--- src/pkg/abcx_pkg.sv ---
`default_nettype none
package abcx_pkg;

  // ---------------------------------------------------------------
  // opcode fields
  // ---------------------------------------------------------------
  localparam logic [4:0]  CALL_LOW5      = 5'h11;
  localparam logic [4:0]  JUMP_LOW5      = 5'h01;
  localparam logic [3:0]  ADD_HI_NIB     = 4'h2;
  localparam logic [3:0]  CARRY_HI_NIB   = 4'h3;
  localparam logic [3:0]  FORM_IMM       = 4'h4;
  localparam logic [3:0]  FORM_DIRECT    = 4'h5;
  localparam logic [2:0]  FORM_IND_HI3   = 3'h3;
  localparam int          CARRY_SEL_BIT  = 4;
  localparam int          SPACE_BIT      = 7;

  // ---------------------------------------------------------------
  // reset values and cycle counts
  // ---------------------------------------------------------------
  localparam logic [15:0] PC_RESET       = 16'h0000;
  localparam logic [7:0]  SP_RESET       = 8'h07;
  localparam logic [7:0]  ACC_RESET      = 8'h00;
  localparam logic [1:0]  PAGE_CYCLES    = 2'h2;
  localparam logic [1:0]  ADD_CYCLES     = 2'h1;
  localparam logic [1:0]  OTHER_CYCLES   = 2'h1;
  localparam logic [1:0]  ELAPSED_MAX    = 2'h3;
  localparam int          MC_CLKS_DEF    = 12;

  // ---------------------------------------------------------------
  // carriers
  // ---------------------------------------------------------------
  typedef struct packed {
    logic       cy;
    logic       auxiliary_carry_flag;
    logic       f0;
    logic [1:0] bank;
    logic       signed_overflow_flag;
    logic       f1;
    logic       parity;
  } abcx_psw_t;

  localparam abcx_psw_t PSW_RESET = '0;

  typedef struct packed {
    logic        special_function_space;
    logic [7:0]  bit_byte;
    logic [2:0]  bit_pos;
    logic [15:0] rel_target;
  } abcx_arg_view_t;

  typedef logic [7:0]  abcx_immediate_byte_t;
  typedef logic [15:0] abcx_immediate_word_t;
  typedef logic [15:0] abcx_full_code_address_t;

  // ---------------------------------------------------------------
  // decode helpers
  // ---------------------------------------------------------------
  function automatic logic is_page_call(input logic [7:0] op);
    return op[4:0] == CALL_LOW5;
  endfunction

  function automatic logic is_page_jump(input logic [7:0] op);
    return op[4:0] == JUMP_LOW5;
  endfunction

  function automatic logic is_add(input logic [7:0] op);
    return (op[7:4] == ADD_HI_NIB || op[7:4] == CARRY_HI_NIB) && op[3:2] != 2'h0;
  endfunction

  // eleven bits replaced; the 2k block of the following byte is kept
  function automatic abcx_full_code_address_t page_target_address(
      input logic [15:0] pc, input logic [7:0] op, input logic [7:0] arg);
    return {pc[15:11], op[7:5], arg};
  endfunction

  function automatic abcx_full_code_address_t rel_target(
      input logic [15:0] pc, input logic [7:0] disp);
    return 16'(pc + {{8{disp[7]}}, disp});
  endfunction

  // selectors below the midpoint live in internal data memory
  function automatic logic direct_is_special(input logic [7:0] a);
    return a[SPACE_BIT];
  endfunction

  function automatic logic [7:0] bit_byte_of(input logic [7:0] bit_selector);
    return bit_selector[7] ? {bit_selector[7:3], 3'h0} : {4'h2, bit_selector[6:3]};
  endfunction

endpackage
`default_nettype wire

--- src/hw/abcx_add_unit.sv ---
`default_nettype none
module abcx_add_unit (
  input  wire logic [7:0] a,
  input  wire logic [7:0] b,
  input  wire logic       cin,
  input  wire logic       with_carry,
  output logic      [7:0] sum,
  output logic            cy,
  output logic            aux,
  output logic            ovf
);
  logic       c_in;
  logic [4:0] lo4;
  logic [7:0] lo7;
  logic [8:0] full;

  // RULE_11: carry in only for the carry form
  assign c_in = with_carry & cin;
  assign lo4  = {1'b0, a[3:0]} + {1'b0, b[3:0]} + {4'h0, c_in};
  assign lo7  = {1'b0, a[6:0]} + {1'b0, b[6:0]} + {7'h00, c_in};
  assign full = {1'b0, a} + {1'b0, b} + {8'h00, c_in};
  assign sum  = full[7:0];
  // RULE_12: carry out of bit 7
  assign cy   = full[8];
  // RULE_13: carry out of bit 3
  assign aux  = lo4[4];
  // RULE_14: carries out of bit 6 and 7 differ
  assign ovf  = lo7[7] ^ full[8];
endmodule
`default_nettype wire

--- src/hw/abcx_core.sv ---
// Contract
// RULE_01: opcode is one full byte; length counts it; time in machine cycles.
// RULE_02: a bit operand byte selects one of 256 bits.
// RULE_03: direct byte below 0x80 is internal memory, above is special space.
// RULE_04: relative operand is a signed byte displacement from next instruction.
// RULE_05: short immediate one byte, long immediate and code address sixteen bits.
// RULE_06: low five bits 10001 is page call; two bytes, two cycles, no flags.
// RULE_07: call pushes next address low byte then high byte, then redirects.
// RULE_08: target low byte from second byte, high bits 0-2 from opcode 5-7.
// RULE_09: call target stays in the 2k block following the call.
// RULE_10: add results go to accumulator; source operand untouched.
// RULE_11: carry form adds carry flag; plain add ignores it.
// RULE_12: carry flag set when unsigned sum exceeds 255, else cleared.
// RULE_13: auxiliary carry set when low nibble sum exceeds 15, else cleared.
// RULE_14: overflow set when carries out of bits 6 and 7 differ.
// RULE_15: add at 0x24-0x2F, carry form at 0x34-0x3F, low nibble picks operand.
// RULE_16: only listed flags change; others keep their values.
// RULE_17: page jump forms target like call, pushes nothing; low five 00001.
// RULE_18: stack pointer increments before each pushed byte.
// RULE_19: program counter is past both bytes when pushed and retained.
`default_nettype none
module abcx_core
  import abcx_pkg::*;
#(
  parameter int MC_CLKS = MC_CLKS_DEF
) (
  input  wire logic           clk,
  input  wire logic           sys_rst,
  output logic                code_rd_q,
  output logic         [15:0] code_addr_q,
  input  wire logic    [7:0]  code_data,
  input  wire logic           code_valid,
  output logic                data_req_q,
  output logic                data_we_q,
  output logic                data_space_q,
  output logic         [7:0]  data_addr_q,
  output logic         [7:0]  data_wdata_q,
  input  wire logic    [7:0]  data_rdata,
  input  wire logic           data_ack,
  output logic         [7:0]  acc_q,
  output abcx_psw_t           psw_q,
  output logic         [7:0]  sp_q,
  output abcx_arg_view_t      arg_view_q,
  output logic                instr_done_q,
  output logic                illegal_q
);
  localparam int DIVW = (MC_CLKS > 1) ? $clog2(MC_CLKS) : 1;
  localparam logic [DIVW-1:0] DIV_LAST = DIVW'(MC_CLKS - 1);

  // ---------------------------------------------------------------
  // state
  // ---------------------------------------------------------------
  typedef enum logic [6:0] {
    ST_FETCH_OP  = 7'h01,
    ST_FETCH_ARG = 7'h02,
    ST_RD_PTR    = 7'h04,
    ST_RD_OPND   = 7'h08,
    ST_PUSH_LO   = 7'h10,
    ST_PUSH_HI   = 7'h20,
    ST_WAIT      = 7'h40
  } abcx_st_t;

  typedef struct packed {
    abcx_st_t       st;
    logic [15:0]    pc;
    logic [7:0]     op;
    logic [7:0]     arg;
    logic [7:0]     acc;
    abcx_psw_t      psw;
    logic [7:0]     sp;
    logic [DIVW-1:0] div;
    logic [1:0]     elapsed;
    logic [1:0]     need;
    logic           code_rd;
    logic           data_req;
    logic           data_we;
    logic           data_space;
    logic [7:0]     data_addr;
    logic [7:0]     data_wdata;
    abcx_arg_view_t view;
    logic           done;
    logic           illegal;
  } abcx_state_t;

  abcx_state_t s_q;
  abcx_state_t s_d;

  logic [7:0] alu_b;
  logic [7:0] alu_sum;
  logic       alu_cy;
  logic       alu_aux;
  logic       alu_ovf;
  logic       tick;
  logic [7:0] reg_addr;

  // ---------------------------------------------------------------
  // adder
  // ---------------------------------------------------------------
  // RULE_05: short immediate straight off the code bus, others from data port
  assign alu_b    = (s_q.st == ST_FETCH_ARG) ? code_data : data_rdata;
  assign tick     = (s_q.div == DIV_LAST);
  assign reg_addr = {3'h0, s_q.psw.bank, code_data[2:0]};

  abcx_add_unit u_add (
    .a          (s_q.acc),
    .b          (alu_b),
    .cin        (s_q.psw.cy),
    .with_carry (s_q.op[CARRY_SEL_BIT]),
    .sum        (alu_sum),
    .cy         (alu_cy),
    .aux        (alu_aux),
    .ovf        (alu_ovf)
  );

  // ---------------------------------------------------------------
  // next state
  // ---------------------------------------------------------------
  always_comb begin
    s_d         = s_q;
    s_d.done    = 1'b0;
    s_d.illegal = 1'b0;
    // RULE_01: machine cycle pacing
    s_d.div     = tick ? '0 : DIVW'(s_q.div + 1'b1);
    if (tick && s_q.elapsed != ELAPSED_MAX) begin
      s_d.elapsed = 2'(s_q.elapsed + 1'b1);
    end
    case (s_q.st)
      ST_FETCH_OP: begin
        if (code_valid) begin
          s_d.op      = code_data;
          s_d.pc      = 16'(s_q.pc + 1'b1);
          s_d.div     = '0;
          s_d.elapsed = 2'h0;
          // RULE_06: page call / jump decode
          if (is_page_call(code_data) || is_page_jump(code_data)) begin
            s_d.need = PAGE_CYCLES;
            s_d.st   = ST_FETCH_ARG;
          // RULE_15: add family operand form
          end else if (is_add(code_data)) begin
            s_d.need = ADD_CYCLES;
            if (code_data[3:0] == FORM_IMM || code_data[3:0] == FORM_DIRECT) begin
              s_d.st = ST_FETCH_ARG;
            end else if (code_data[3:1] == FORM_IND_HI3) begin
              s_d.st        = ST_RD_PTR;
              s_d.data_addr = {3'h0, s_q.psw.bank, 2'h0, code_data[0]};
              s_d.data_space = 1'b0;
            end else begin
              s_d.st        = ST_RD_OPND;
              s_d.data_addr = reg_addr;
              s_d.data_space = 1'b0;
            end
          end else begin
            // outside this decoder: retired as a one-byte no-op
            s_d.need    = OTHER_CYCLES;
            s_d.illegal = 1'b1;
            s_d.st      = ST_WAIT;
          end
        end
      end
      ST_FETCH_ARG: begin
        if (code_valid) begin
          s_d.arg = code_data;
          // RULE_19: pc moves past the second byte here
          s_d.pc  = 16'(s_q.pc + 1'b1);
          // RULE_03: direct space select
          s_d.view.special_function_space = direct_is_special(code_data);
          // RULE_02: bit selector split
          s_d.view.bit_byte = bit_byte_of(code_data);
          s_d.view.bit_pos  = code_data[2:0];
          // RULE_04: signed displacement
          s_d.view.rel_target = rel_target(16'(s_q.pc + 1'b1), code_data);
          if (is_page_call(s_q.op)) begin
            // RULE_18: pre-increment stack pointer
            s_d.sp         = 8'(s_q.sp + 1'b1);
            s_d.data_addr  = 8'(s_q.sp + 1'b1);
            s_d.data_space = 1'b0;
            // RULE_07: low byte first
            s_d.data_wdata = s_d.pc[7:0];
            s_d.st         = ST_PUSH_LO;
          end else if (is_page_jump(s_q.op)) begin
            // RULE_17: same target, no push
            s_d.pc = page_target_address(s_d.pc, s_q.op, code_data);
            s_d.st = ST_WAIT;
          end else if (s_q.op[3:0] == FORM_IMM) begin
            // RULE_10: sum into accumulator
            s_d.acc                      = alu_sum;
            s_d.psw.cy                   = alu_cy;
            s_d.psw.auxiliary_carry_flag = alu_aux;
            s_d.psw.signed_overflow_flag = alu_ovf;
            s_d.st                       = ST_WAIT;
          end else begin
            s_d.data_addr  = code_data;
            s_d.data_space = direct_is_special(code_data);
            s_d.st        = ST_RD_OPND;
          end
        end
      end
      ST_RD_PTR: begin
        if (data_ack) begin
          // indirect targets are always internal memory
          s_d.data_addr  = data_rdata;
          s_d.data_space = 1'b0;
          s_d.st        = ST_RD_OPND;
        end
      end
      ST_RD_OPND: begin
        if (data_ack) begin
          // RULE_16: only carry, auxiliary and overflow written
          s_d.acc                      = alu_sum;
          s_d.psw.cy                   = alu_cy;
          s_d.psw.auxiliary_carry_flag = alu_aux;
          s_d.psw.signed_overflow_flag = alu_ovf;
          s_d.st                       = ST_WAIT;
        end
      end
      ST_PUSH_LO: begin
        if (data_ack) begin
          // RULE_18: increment again before high byte
          s_d.sp         = 8'(s_q.sp + 1'b1);
          s_d.data_addr  = 8'(s_q.sp + 1'b1);
          s_d.data_wdata = s_q.pc[15:8];
          s_d.st         = ST_PUSH_HI;
        end
      end
      ST_PUSH_HI: begin
        if (data_ack) begin
          // RULE_08: redirect only after both bytes
          // RULE_09: upper five bits retained
          s_d.pc = page_target_address(s_q.pc, s_q.op, s_q.arg);
          s_d.st = ST_WAIT;
        end
      end
      ST_WAIT: begin
        // RULE_06: hold until the listed machine cycles have elapsed
        if (s_q.elapsed >= s_q.need) begin
          s_d.done = 1'b1;
          s_d.st   = ST_FETCH_OP;
        end
      end
      default: begin
        s_d.st = ST_FETCH_OP;
      end
    endcase
    s_d.code_rd  = (s_d.st == ST_FETCH_OP) || (s_d.st == ST_FETCH_ARG);
    s_d.data_req = (s_d.st == ST_RD_PTR) || (s_d.st == ST_RD_OPND) ||
                   (s_d.st == ST_PUSH_LO) || (s_d.st == ST_PUSH_HI);
    s_d.data_we  = (s_d.st == ST_PUSH_LO) || (s_d.st == ST_PUSH_HI);
  end

  always_ff @(posedge clk) begin
    if (sys_rst) begin
      s_q         <= '0;
      s_q.st      <= ST_FETCH_OP;
      s_q.pc      <= PC_RESET;
      s_q.sp      <= SP_RESET;
      s_q.acc     <= ACC_RESET;
      s_q.psw     <= PSW_RESET;
      s_q.code_rd <= 1'b1;
    end else begin
      s_q <= s_d;
    end
  end

  assign code_rd_q    = s_q.code_rd;
  assign code_addr_q  = s_q.pc;
  assign data_req_q   = s_q.data_req;
  assign data_we_q    = s_q.data_we;
  assign data_space_q = s_q.data_space;
  assign data_addr_q  = s_q.data_addr;
  assign data_wdata_q = s_q.data_wdata;
  assign acc_q        = s_q.acc;
  assign psw_q        = s_q.psw;
  assign sp_q         = s_q.sp;
  assign arg_view_q   = s_q.view;
  assign instr_done_q = s_q.done;
  assign illegal_q    = s_q.illegal;

  // ---------------------------------------------------------------
  // checks
  // ---------------------------------------------------------------
  logic [8:0] ref_sum;
  logic [4:0] ref_lo;
  logic       ref_cin;
  logic       add_now;

  assign ref_cin = s_q.op[CARRY_SEL_BIT] & s_q.psw.cy;
  assign ref_sum = {1'b0, s_q.acc} + {1'b0, alu_b} + {8'h00, ref_cin};
  assign ref_lo  = {1'b0, s_q.acc[3:0]} + {1'b0, alu_b[3:0]} + {4'h0, ref_cin};
  assign add_now = (s_q.st == ST_RD_OPND && data_ack) ||
                   (s_q.st == ST_FETCH_ARG && code_valid && is_add(s_q.op) &&
                    s_q.op[3:0] == FORM_IMM);
endmodule
`default_nettype wire

--- config.mk ---
export PLATFORM = sky130hd
export DESIGN_NAME = abcx_core
export DESIGN_NICKNAME = d
export VERILOG_FILES = /design/src/pkg/abcx_pkg.sv /design/src/hw/abcx_add_unit.sv /design/src/hw/abcx_core.sv
export SDC_FILE = /design/constraint.sdc
export NUM_CORES = 1
export LEC_CHECK = 0
export ABC_AREA = 1
export BUFFER_PORTS_ARGS = -buffer_cell sky130_fd_sc_hd__buf_2
export CORE_AREA = 4 4 163 165
export CTS_CLUSTER_SIZE = 40
export DETAILED_ROUTE_END_ITERATION = 12
export DIE_AREA = 0 0 167 169
export SLEW_MARGIN = 30
export SYNTH_ARGS = -nofsm -noshare
export SYNTH_HDL_FRONTEND = slang
export SYNTH_SLANG_ARGS = --single-unit
--- constraint.sdc ---
create_clock -name clk -period 3.8 [get_ports clk]
set_input_delay 0.19 -clock clk [delete_from_list [all_inputs] [get_ports clk]]
set_output_delay 0.19 -clock clk [all_outputs]
set_load 0.01 [all_outputs]
==> summary.md <==
| Metric | Value |
|---|---|
| Total wire length | `approximately 22,000 um` |
| Design area | `just under 0.008 sq mm` |
| Fin. Hold Viols | `0` |
| Worst Skew | `0.01035 ns` |
| Critical Path Source Type | `flip-flop` |
| Worst hold path type | `input pin to flip-flop` |
| Worst-Skew Late Latency | `~0.37 ns` |
| Avg Inst Size Synth | `about 6.7 sq um` |
| Crit-path max FO | `6` |
| Post-Place Worst Slack | `~0.95 ns` |
| Minimum clock period | `approximately 2.9 ns` |
| P_leak | `just under 4 nW` |
| Initial core utilization | `29.74%` |
| Max-Slew Margin vs Limit | `~58%` |
| Pre-antenna DRT Iters | `5` |
| Final setup margin | `just over 0.9 ns` |
| CTS resizes | `0` |
| Total power | `about 0.003 W` |
| Root buf cell | `clkbuf_16` |
| Drt wl/cell | `approximately 15 um` |
| CTS clk-pin slew, worst paths | `~0.08 ns` |
| Largest net degree at the start of global routing | `47` |
| Global-route wire length before repair | `between 30,000 and 40,000 um` |
| Antenna violations before repair | `0` |
| # hold bufs at CTS | `0` |
| RSZ-0062 raised after global routing | `no` |
| Initial DRC count | `roughly 520` |
| Setup CP Type | `flip-flop to flip-flop` |
| Most common cell after layout, fill and taps aside | `nand2_1` |
| Setup Buffers After CTS | `0` |
| DRC errors left | `0` |
| Placed Area | `0.007629 sq mm` |
| Peak supply drop | `0.0002030 V` |
| Antenna diodes | `0` |
| Area delta synth->final | `6.688%` |
| GR Overflow Total | `0` |
| Chip Width | `approximately 170 um` |
| Die ar. | `~0.028 sq mm` |
| Synthesized instance count | `1,107` |
| Detailed placer's ending HPWL | `around 17,000 um` |
| Row count | `58` |
| Data arrival time of the critical path | `~3.1 ns` |
| Post-Synthesis Cell Area | `~0.0074 sq mm` |
| Global Route Usage Sum | `between 10% and 20%` |
| Setup TNS | `0 ns` |
| Crit path required time | `4.07 ns` |
| Crit path capture type | `flip-flop` |
| Routed vias/inst | `4.733` |
| Most frequent cells in the layout | `250 x nand2_1, 112 x inv_1, 111 x dfxtp_1, 104 x buf_2, 97 x a21oi_1` |
| Layout cells sized above 1 | `between 15 and 20%` |
| Worst slew pin tran | `about 0.63 ns` |
| Die H | `about 170 um` |
| Final Cycle Share | `75.67%` |
| Routability cong. | `about 0.9` |
| Clk buf depth | `2` |
| Vias | `between 6,000 and 7,000` |
| Final slew viol count | `0` |
| Antenna-violating nets left | `0` |
| Fmax | `between 300 and 400 MHz` |
| CTS buffer count | `9` |
| Htree depth | `3` |
| Core Region | `about 0.025 sq mm` |
| Max cap viols | `0` |
| IO Pins | `110` |
| Number of global-route vias before repair | `approximately 6,300` |
| CTS tree | `yes` |
| Synth unique cells | `between 40 and 50` |
| Synth warnings | `0` |
| CTS Sinks | `between 100 and 150` |
| Final nets | `between 1,000 and 1,500` |
| Outcome | `complete, no violations` |
| Sequential share of the synthesized area | `roughly 30%` |
| Seq cells post-synth | `approximately 110` |
| Final setup viols | `0` |
| IO buf count | `104` |
| PD cells | `~380 mW/mm^2` |
sequential cells by signal (all words and copies together) (netlist names), 3 cells and up:
signal	flops
acc_q	8
arg_view_q	23
code_addr_q	16
data_addr_q	8
data_wdata_q	8
psw_q	3
s_q	31
sp_q	8
cell families (layout without fill, tap and decap cells):
kind of cell / after synthesis / after routing / synth area share [%]
compound gates: 232 / 232 / 16.87
flops: 111 / 111 / 29.84
xor+xnor: 32 / 32 / 3.764
fa+ha+maj: 31 / 31 / 5.512
other cells: 1 / 5 / 0.05036
simple gates: 463 / 463 / 27.27
buf+inv: 237 / 245 / 16.69
cell usage after synthesis (all sizes together):
library cell  instances  area [sq um]
o21ai                90         450.4
nor2                109         490.5
clkbuf               14         52.55
nand3                63         330.3
nand2               266          1054
a22oi                 2         15.01
xor2                 20         175.2
nor3                  7         35.03
a31oi                10         62.56
o21bai                7         52.55
a21oi                97         485.5
o211ai                6         45.04
dfxtp               111          2222
xnor2                12         105.1
o21a                  5         37.54
ha                   28         350.3
clkinv                3         11.26
conb                  1         3.750
inv                 120         450.4
o22ai                 5         31.28
a211oi                2         15.01
nand4                11         68.82
buf                 100         728.2
a21o                  7         52.55
o2111ai               1         8.760
or2                   2         12.51
and2                  1         6.260
nand3b                4         33.78
fa                    3         60.06
worst paths after layout:
| kind | from | endpoint | slack, ns | depth (start not counted) |
|---|---|---|---|---|
| max | code_addr_q[0] | arg_view_q[14] | 0.92 | 18 |
| min | code_data[4] | arg_view_q[23] | 0.16 | 3 |
| max reg2reg | code_addr_q[0] | arg_view_q[14] | 0.92 | 18 |
| min reg2reg | data_wdata_q[0] | data_wdata_q[0] | 0.45 | 2 |
stage by stage:
step	hold WS, ns	utilization (%)	cells
4_1_cts	0.1395	31.73	1449
3_5_place_dp	0.4380	30.47	1433
2_1_floorplan	0.3328	-	1111
6_report	0.1554	31.73	1449
5_1_grt	0.1462	31.73	1449
3_3_place_gp	0.4342	30.47	1433
cell type report:
type	instances	area (sq um)
tap	330	412.9
multi-input combinational	763	3996
sequential	111	2222
clock buffer	9	225.2
inverter	123	461.7
clock inverter	7	90.09
fill	2767	17090
timing repair buffer	106	535.5
where the power goes:
part | switching [W] | internal (W) | leakage, nW
logic | 0.000495 | 0.000241 | 2.87
registers | 0.0000627 | 0.00122 | 0.901
clock network | 0.000498 | 0.000528 | 0.147
layer usage:
layer / vias up / part of all wire, % / track usage, %
met4: 0 / 0.83 / 3.095
met3: 15 / 6.7 / 3.643
li1: 3522 / - / -
met2: 187 / 46 / 24.73
met1: 3134 / 46 / 20.21
met5: - / 0 / 0
worst max-delay path: stages, from the launching register on:
cell      delay (ns)
dfxtp_1         0.43
inv_1           0.14
nor2_1          0.19
nand2_1         0.16
inv_1           0.08
nand2_1         0.08
nor2_1          0.18
nand3_1         0.11
xor2_1          0.20
inv_1           0.06
ha_1            0.36
a21oi_1         0.24
nand2_1         0.08
nor2_1          0.10
nand2_1         0.07
nand2_1         0.06
nand2_1         0.05
o21bai_1        0.14
inv_1           0.05
Note: power is estimated with default switching activity, not from simulation.
